--- src/rcb_cfg.svh ---
// Offsets, field positions, reset values and counts for start-up control.
// Assumes inclusion by bare name from the package and the design modules.
`ifndef RCB_CFG_SVH
`define RCB_CFG_SVH

// PLL lock interval in reference clock cycles
`define LOCK_CYCLES 13'h1000
`define LOCK_CNT_W 13

// Register byte offsets on the APB
`define OFS_STATUS 8'h00
`define OFS_PCC 8'h04
`define OFS_RRC 8'h08

// Power and clock control fields
`define PCC_MULT_LSB 0
`define PCC_MULT_MSB 5
`define PCC_DIV_LSB 8
`define PCC_DIV_MSB 9
`define DIV_RESET 2'h0

// Running reset control field
`define RRC_MODE_BIT 0

// Multiplier per clock-ratio strap code
`define MULT_RATIO_00 6'h08
`define MULT_RATIO_01 6'h20
`define MULT_RATIO_10 6'h10

// Status fields
`define ST_STATE_LSB 0
`define ST_RATIO_LSB 2
`define ST_BOOT_LSB 4
`define ST_BADRATIO_BIT 7
`define ST_RUN_BIT 8
`define ST_PIN_BIT 9

// Hardware reset vector (plain default)
`define RESET_VECTOR 32'h0000_0000

`endif

--- src/rcb_pkg.sv ---
// Types shared by the start-up control modules.
// Assumes rcb_cfg.svh is on the include path.
package rcb_pkg;
  `include "rcb_cfg.svh"

  // Sequencer states, Gray along LOCK -> RUN <-> RUNRST
  typedef enum logic [1:0] {
    ST_LOCK = 2'h0,
    ST_RUN = 2'h1,
    ST_RUNRST = 2'h3
  } seq_state_t;

  typedef logic [1:0] ratio_code_t;
  typedef logic [2:0] boot_mode_t;
  typedef logic [5:0] pll_mult_t;
  typedef logic [1:0] div_code_t;
  typedef logic [`LOCK_CNT_W-1:0] lock_cnt_t;
endpackage : rcb_pkg

--- src/pll_lock_timer.sv ---
// PLL lock interval counter.
// Assumes one clock and the same asynchronous reset as its parent.
`timescale 1ns/100ps
`include "rcb_cfg.svh"
module pll_lock_timer (
  // Clock and reset
  input wire logic clk,
  input wire logic rstn,
  // Control
  input wire logic run,
  // Result
  output rcb_pkg::lock_cnt_t count,
  output logic done
);
  import rcb_pkg::*;

  localparam lock_cnt_t LAST = lock_cnt_t'(`LOCK_CYCLES - 1);

  lock_cnt_t cnt_q; // Edges counted while running since reset release, held at LAST
  lock_cnt_t cnt_d;

  // Counts while running, stops on the last cycle
  always_comb begin
    done = run && (cnt_q == LAST);
    cnt_d = cnt_q;
    if (run && !done) begin
      cnt_d = cnt_q + lock_cnt_t'(1);
    end
  end

  // Register only
  always_ff @(posedge clk or negedge rstn) begin
    if (!rstn) begin
      cnt_q <= '0;
    end else begin
      cnt_q <= cnt_d;
    end
  end

  assign count = cnt_q;
endmodule : pll_lock_timer

--- src/reset_clock_boot_ctrl.sv ---
// Start-up control: straps, PLL lock wait, shared reset pin, test output.
// Assumes MCLK is the free-running reference clock and RSTN the reset pin.
`timescale 1ns/100ps
`include "rcb_cfg.svh"
module reset_clock_boot_ctrl (
  // Clock and reset
  input wire logic MCLK,
  input wire logic RSTN,
  // APB slave
  input wire logic PSEL,
  input wire logic PENABLE,
  input wire logic PWRITE,
  input wire logic [7:0] PADDR,
  input wire logic [31:0] PWDATA,
  output logic [31:0] PRDATA,
  output logic PREADY,
  output logic PSLVERR,
  // Strap pins
  input wire logic [1:0] CLK_RATIO_STRAP,
  input wire logic [2:0] BOOT_MODE_STRAP,
  // Shared reset pin, output enable low while driving
  input wire logic RESET_PIN_I,
  output logic RESET_PIN_O,
  output logic RESET_PIN_OE_N,
  // Test access port scan path
  input wire logic SCAN_ACTIVE,
  input wire logic SCAN_DATA,
  output logic TDO_O,
  output logic TDO_OE_N,
  // Clock generator controls
  output rcb_pkg::pll_mult_t PLL_MULT,
  output logic [4:0] PLL_DIV_VALUE,
  // Core and peripheral control
  output logic CORE_RSTN,
  output logic PERIPH_RSTN,
  output logic FETCH_START,
  output logic [31:0] FETCH_ADDR,
  output logic BOOT_START,
  output rcb_pkg::boot_mode_t BOOT_MODE,
  output rcb_pkg::seq_state_t SEQ_STATE
);
  import rcb_pkg::*;

  // Ratio strap decode; reserved code falls back to the slowest ratio
  function automatic pll_mult_t ratio_mult(input ratio_code_t code);
    unique case (code)
      2'h0: ratio_mult = `MULT_RATIO_00;
      2'h1: ratio_mult = `MULT_RATIO_01;
      2'h2: ratio_mult = `MULT_RATIO_10;
      default: ratio_mult = `MULT_RATIO_00;
    endcase
  endfunction : ratio_mult

  // Divider code to divide value: 2, 4, 8 or 16
  function automatic logic [4:0] div_value(input div_code_t code);
    div_value = 5'h02 << code;
  endfunction : div_value

  // Pin synchronisers
  ratio_code_t ratio_s1_q, ratio_s2_q;
  boot_mode_t boot_s1_q, boot_s2_q;
  logic pin_s1_q, pin_s2_q;

  // Sequencer
  seq_state_t st_q, st_d;
  logic core_rstn_q, core_rstn_d;
  logic fetch_q, fetch_d;
  logic boot_q, boot_d;
  lock_cnt_t lock_count;
  logic lock_done;

  // Captured straps and clock controls
  ratio_code_t ratio_q, ratio_d;
  boot_mode_t mode_q, mode_d;
  pll_mult_t mult_q, mult_d;
  div_code_t div_q, div_d;
  logic rr_mode_q, rr_mode_d; // Shared pin acts as running reset input

  // APB
  logic wr_en; // Write takes effect at this edge
  logic setup; // Read data is latched in setup
  logic [31:0] rd_q, rd_d;
  logic err_q, err_d;

  // Test output
  logic tdo_q, tdo_d;
  logic tdo_oe_n_q, tdo_oe_n_d;

  // Two flip-flops on each strap pin and the shared reset pin before any logic looks at it
  always_ff @(posedge MCLK or negedge RSTN) begin
    if (!RSTN) begin
      ratio_s1_q <= 2'h0;
      ratio_s2_q <= 2'h0;
      boot_s1_q <= 3'h0;
      boot_s2_q <= 3'h0;
      pin_s1_q <= 1'b1;
      pin_s2_q <= 1'b1;
    end else begin
      ratio_s1_q <= CLK_RATIO_STRAP;
      ratio_s2_q <= ratio_s1_q;
      boot_s1_q <= BOOT_MODE_STRAP;
      boot_s2_q <= boot_s1_q;
      pin_s1_q <= RESET_PIN_I;
      pin_s2_q <= pin_s1_q;
    end
  end

  // Lock interval runs only between hardware reset and first release
  pll_lock_timer u_lock (
    .clk(MCLK),
    .rstn(RSTN),
    .run(st_q == ST_LOCK),
    .count(lock_count),
    .done(lock_done)
  );

  // Sequencer next state; only RSTN or an unused code brings it back to LOCK
  always_comb begin
    st_d = st_q;
    fetch_d = 1'b0;
    boot_d = 1'b0;
    unique case (st_q)
      ST_LOCK: begin
        if (lock_done) begin
          st_d = ST_RUN;
          fetch_d = 1'b1;
          boot_d = 1'b1;
        end
      end
      ST_RUN: begin
        // Pin level only matters once software picked input mode
        if (rr_mode_q && !pin_s2_q) begin
          st_d = ST_RUNRST;
        end
      end
      ST_RUNRST: begin
        // Restart from the vector, but no boot and no PLL relock
        if (!rr_mode_q || pin_s2_q) begin
          st_d = ST_RUN;
          fetch_d = 1'b1;
        end
      end
      default: begin
        st_d = ST_LOCK; // Unused code goes to LOCK, left at once as the lock counter stays at its end
      end
    endcase
    core_rstn_d = (st_d == ST_RUN);
  end

  // Sequencer registers; RSTN is asserted by the board at power-up
  always_ff @(posedge MCLK or negedge RSTN) begin
    if (!RSTN) begin
      st_q <= ST_LOCK;
      core_rstn_q <= 1'b0;
      fetch_q <= 1'b0;
      boot_q <= 1'b0;
    end else begin
      st_q <= st_d;
      core_rstn_q <= core_rstn_d;
      fetch_q <= fetch_d;
      boot_q <= boot_d;
    end
  end

  assign wr_en = PSEL && PENABLE && PWRITE;
  assign setup = PSEL && !PENABLE;

  // Straps and clock controls
  always_comb begin
    ratio_d = ratio_q;
    mode_d = mode_q;
    mult_d = mult_q;
    div_d = div_q;
    rr_mode_d = rr_mode_q;
    if (st_q == ST_LOCK) begin
      // Straps tracked until release; the last sample is the one kept
      ratio_d = ratio_s2_q;
      mode_d = boot_s2_q;
      mult_d = ratio_mult(ratio_s2_q);
      div_d = `DIV_RESET;
    end else if (wr_en && PADDR == `OFS_PCC && st_q == ST_RUN) begin
      // Writes while the core is held in reset are dropped
      mult_d = PWDATA[`PCC_MULT_MSB:`PCC_MULT_LSB];
      div_d = PWDATA[`PCC_DIV_MSB:`PCC_DIV_LSB];
    end
    if (wr_en && PADDR == `OFS_RRC) begin
      rr_mode_d = PWDATA[`RRC_MODE_BIT];
    end
  end

  // Control registers; running reset does not touch them
  always_ff @(posedge MCLK or negedge RSTN) begin
    if (!RSTN) begin
      ratio_q <= 2'h0;
      mode_q <= 3'h0;
      mult_q <= `MULT_RATIO_00;
      div_q <= `DIV_RESET;
      rr_mode_q <= 1'b0;
    end else begin
      ratio_q <= ratio_d;
      mode_q <= mode_d;
      mult_q <= mult_d;
      div_q <= div_d;
      rr_mode_q <= rr_mode_d;
    end
  end

  // Read mux and error, latched in the setup phase
  always_comb begin
    rd_d = rd_q;
    err_d = err_q;
    if (setup) begin
      rd_d = 32'h0000_0000;
      err_d = 1'b0;
      unique case (PADDR)
        `OFS_STATUS: begin
          rd_d[`ST_STATE_LSB+:2] = st_q;
          rd_d[`ST_RATIO_LSB+:2] = ratio_q;
          rd_d[`ST_BOOT_LSB+:3] = mode_q;
          rd_d[`ST_BADRATIO_BIT] = (ratio_q == 2'h3);
          rd_d[`ST_RUN_BIT] = core_rstn_q;
          rd_d[`ST_PIN_BIT] = pin_s2_q;
        end
        `OFS_PCC: begin
          rd_d[`PCC_MULT_MSB:`PCC_MULT_LSB] = mult_q;
          rd_d[`PCC_DIV_MSB:`PCC_DIV_LSB] = div_q;
        end
        `OFS_RRC: begin
          rd_d[`RRC_MODE_BIT] = rr_mode_q;
        end
        default: begin
          err_d = 1'b1; // Unmapped: zero data and an error
        end
      endcase
    end
  end

  // APB read registers
  always_ff @(posedge MCLK or negedge RSTN) begin
    if (!RSTN) begin
      rd_q <= 32'h0000_0000;
      err_q <= 1'b0;
    end else begin
      rd_q <= rd_d;
      err_q <= err_d;
    end
  end

  // Zero wait states; error only shown in the access phase
  assign PREADY = 1'b1;
  assign PRDATA = rd_q;
  assign PSLVERR = err_q && PSEL && PENABLE;

  // Test output floats through hardware reset and lock wait, and until the scan path runs
  always_comb begin
    tdo_d = SCAN_DATA;
    tdo_oe_n_d = !(SCAN_ACTIVE && st_q != ST_LOCK);
  end

  // Test output registers
  always_ff @(posedge MCLK or negedge RSTN) begin
    if (!RSTN) begin
      tdo_q <= 1'b0;
      tdo_oe_n_q <= 1'b1;
    end else begin
      tdo_q <= tdo_d;
      tdo_oe_n_q <= tdo_oe_n_d;
    end
  end

  // Shared pin drives the core reset unless set up as an input
  assign RESET_PIN_O = core_rstn_q;
  assign RESET_PIN_OE_N = rr_mode_q;
  assign TDO_O = tdo_q;
  assign TDO_OE_N = tdo_oe_n_q;
  assign PLL_MULT = mult_q;
  assign PLL_DIV_VALUE = div_value(div_q);
  assign CORE_RSTN = core_rstn_q;
  assign PERIPH_RSTN = core_rstn_q;
  assign FETCH_START = fetch_q;
  assign FETCH_ADDR = `RESET_VECTOR;
  assign BOOT_START = boot_q;
  assign BOOT_MODE = mode_q;
  assign SEQ_STATE = st_q;
endmodule : reset_clock_boot_ctrl

--- config.mk ---
export PLATFORM = sky130hd
export DESIGN_NAME = reset_clock_boot_ctrl
export DESIGN_NICKNAME = d
export VERILOG_FILES = /design/src/rcb_pkg.sv /design/src/pll_lock_timer.sv /design/src/reset_clock_boot_ctrl.sv
export VERILOG_INCLUDE_DIRS = /design/src
export SDC_FILE = /design/constraint.sdc
export NUM_CORES = 1
export LEC_CHECK = 0
export ABC_AREA = 0
export BUFFER_PORTS_ARGS = -buffer_cell sky130_fd_sc_hd__buf_2
export CORE_MARGIN = 4
export CORE_UTILIZATION = 50
export DETAILED_ROUTE_END_ITERATION = 12
export PLACE_DENSITY_LB_ADDON = 0.3
export SLEW_MARGIN = 10
export SYNTH_ARGS = -nofsm -noshare
export SYNTH_HDL_FRONTEND = slang
export SYNTH_SLANG_ARGS = --single-unit
--- constraint.sdc ---
create_clock -name MCLK -period 3.38 [get_ports MCLK]
set_input_delay 0.507 -clock MCLK [delete_from_list [all_inputs] [get_ports MCLK]]
set_output_delay 0.507 -clock MCLK [all_outputs]
set_load 0.02 [all_outputs]
==> flow_summary_export.csv <==
group,metric,value,unit
status,status,"finished clean",
finish,synthToLayoutAreaGrowth,13.1,%
synth,synth_area_per_cell,11.1,µm²
pwr,leakage,1.78,nW
place,gp_congestion,0.819,
clock_network,clockRootBuffer,"clkbuf_8",
pwr,peakVddDrop,0.349,mV
detailed_routing,vias_per_cell,4.71,
setup_path,crit_path_start_kind,"flip-flop",
global_routing,grtUsageMet2,25.0,%
synth,ys_ff_latch,57,
setup_path,crit_path_max_fanout,8,
global_routing,grt_pass1_vias,1906,
timing,setup_viol,0,
global_routing,antenna_found_initial,0,
timing,final.period_utilization,61.6,%
setup_path,cp-end-kind,"flip-flop",
finish,diodes,0,
pwr,p_per_area,463,nW/µm²
finish,fin_util,59.1,%
setup_path,cp_data_required_time,3610,ps
clock_network,cts_hold_buf,0,
synth,ys_types,43,
place,hpwl,4.08,mm
synth,synthTopCellsByCount,"buf_4 (58), dfrtp_1 (53), nand2_1 (19), mux2_2 (13), o21ai_0 (11)",
finish,multi_input_area,1200,µm²
clock_network,cts_tree,"done",
timing,hold_violations,0,
finish,regArea,1430,µm²
timing,rsz0062_at_grt,"false",
timing,max_freq,481,MHz
timing,finalSetupTns,0,ps
die,die_area,7100,µm²
synth,synth_flop_cell,"dfrtp_1",
detailed_routing,drt-pass1-iter-count,4,
synth,synth_cells,262,
setup_path,crit_arrival,2310,ps
die,die_y,84.3,µm
place,pre_cts_slack,1220,ps
global_routing,grt.busiest_layer,"met2",
synth,synth.top_cell.area_share,45.6,%
synth,synthArstFlopShare,100,%
synth,syn-cell-area,2910,µm²
detailed_routing,wirelength,5.43,mm
place,port_buffers,62,
clock_network,numCtsBuffers,9,
clock_network,cts_sinks,57,
die,ioPinCount,143,
finish,finalNetCount,389,
global_routing,grt_pass1_wl,9.01,mm
clock_network,clk_pin_slew_worst_paths,70,ps
die,row_count,27,
detailed_routing,postRouteAntennaNets,0,
clock_network,ctsHtreeMaxLevel,3,
global_routing,grt.met1_usage,19.3,%
setup_path,path_class,"reg2reg",
finish,drive_above_1_share,30.9,%
synth,synth_area_leaders,"dfrtp_1 (46%), buf_4 (15%), mux2_2 (5.0%), dfstp_2 (3.6%), ha_1 (3.4%)",
clock_network,cts_setup_buffers,0,
synth,synth_edf_count,0,
synth,ys_seq_area_share,49.2,%
global_routing,grtUsageMet3,6.28,%
timing,finalWorstSetupSlack,1300,ps
finish,fill_cells,490,
synth,yosys.area.top_type,"dfrtp_1",
die,initial_core_util,52.2,%
job,maxCapViolations,0,
timing,min_period,2080,ps
timing,skew,4.35,ps
detailed_routing,vias,1907,
synth,yosysMostFrequentCell,"buf_4",
timing,final_max_slew_viol_count,0,
clock_network,ctsResizeCount,0,
timing,maxSlewHeadroom,60.2,%
detailed_routing,route.detailed.drc,0,
clock_network,cts_max_path_buffers,2,
die,die_w,84.3,µm
timing,worst_slew_pin_slew,593,ps
clock_network,clock_latency,340,ps
global_routing,grt_use_total,16.2,%
detailed_routing,wl_per_cell,13.4,µm
detailed_routing,drtIter0Drc,48,
global_routing,grt_start_max_net_pins,34,
min_path,worstHoldPathType,"in2async",
synth,ys_warn_count,0,
die,coreArea,5570,µm²
global_routing,grt_overflow_total,0,
==> sequential cells by signal, indices dropped and copies added, names as in the netlist, 2 cells and up <==
register / cells
ratio_s2_q: 2
boot_s2_q: 3
ratio_q: 2
ratio_s1_q: 2
div_q: 2
SEQ_STATE: 2
PRDATA: 10
PLL_MULT: 6
BOOT_MODE: 3
boot_s1_q: 3
u_lock.count: 13
==> power by group <==
part           internal [mW]  switching [mW]  leakage [nW]  total, mW
sequential             0.699         0.00794         0.726      0.707
clock                  0.414           0.278         0.109      0.692
combinational         0.0284          0.0965         0.940      0.125
==> worst paths after layout <==
check                                  start               to  slack [ps]  depth (start not counted)
min in group MCLK                RESET_PIN_I         pin_s1_q         260                          1
max in group asynchronous               RSTN      PLL_MULT[3]        2410                          2
worst min-delay path                    RSTN  u_lock.count[7]         140                          1
worst max register to register  SEQ_STATE[1]      PLL_MULT[4]        1300                          4
worst max-delay path            SEQ_STATE[1]      PLL_MULT[4]        1300                          4
worst min register to register  boot_s1_q[2]     boot_s2_q[2]         350                          0
==> cells in the final DEF, fill, tap and decap left out, types with 5 or more instances in the layout <==
cell / netlist / final
buf_2: 1 / 62
conb_1: 2 / 56
dfrtp_1: 53 / 53
nand2_1: 19 / 19
mux2_2: 13 / 13
o21ai_0: 11 / 11
mux2i_1: 9 / 9
clkbuf_8: 0 / 9
inv_1: 8 / 8
nor2_1: 8 / 8
ha_1: 8 / 8
nor2b_1: 7 / 7
nand3_1: 6 / 6
nor3_1: 5 / 5
nor4_1: 5 / 5
xor2_1: 5 / 5
a22o_1: 5 / 5
==> metrics by stage <==
step	cell area, µm²	hold WS [ps]	cells	power [mW]
4_1_cts	3290	158	405	1.54
2_1_floorplan	3110	211	316	0.850
3_3_place_gp	3070	331	389	0.842
3_5_place_dp	3070	336	389	0.845
5_1_grt	3290	182	405	1.59
6_report	3290	140	405	1.52
==> metal layers <==
metal,share of wire [%],wire length [µm],up-vias
li1,-,-,909
met1,41,2250,891
met2,46,2480,94
met3,10,563,13
met4,2.6,143,0
met5,0,0,-
==> worst max-delay path, stage by stage, from the launching register on <==
cell and delay, ps:
dfrtp_1 480, inv_1 150, ha_1 340, nor4_4 610
mux2_2 400
==> final cells by class <==
class	count	share of cell area [%]
clock buffers	9	3.76
clock inverters	7	2.89
inverters	8	0.912
multi-input cells	188	36.3
flip-flops and latches	57	43.5
well taps	72	2.74
repair buffers	64	9.88
==> cells by family after synthesis <==
group | Yosys count | share of synthesized area, %
compound gates | 28 | 6.97
xor+xnor | 8 | 2.41
mux | 22 | 8.13
other cells | 2 | 0.258
flops | 57 | 49.2
buf+inv | 71 | 16.7
simple gates | 66 | 12.9
fa+ha+maj | 8 | 3.44
Note: power is estimated with default switching activity, not from simulation.
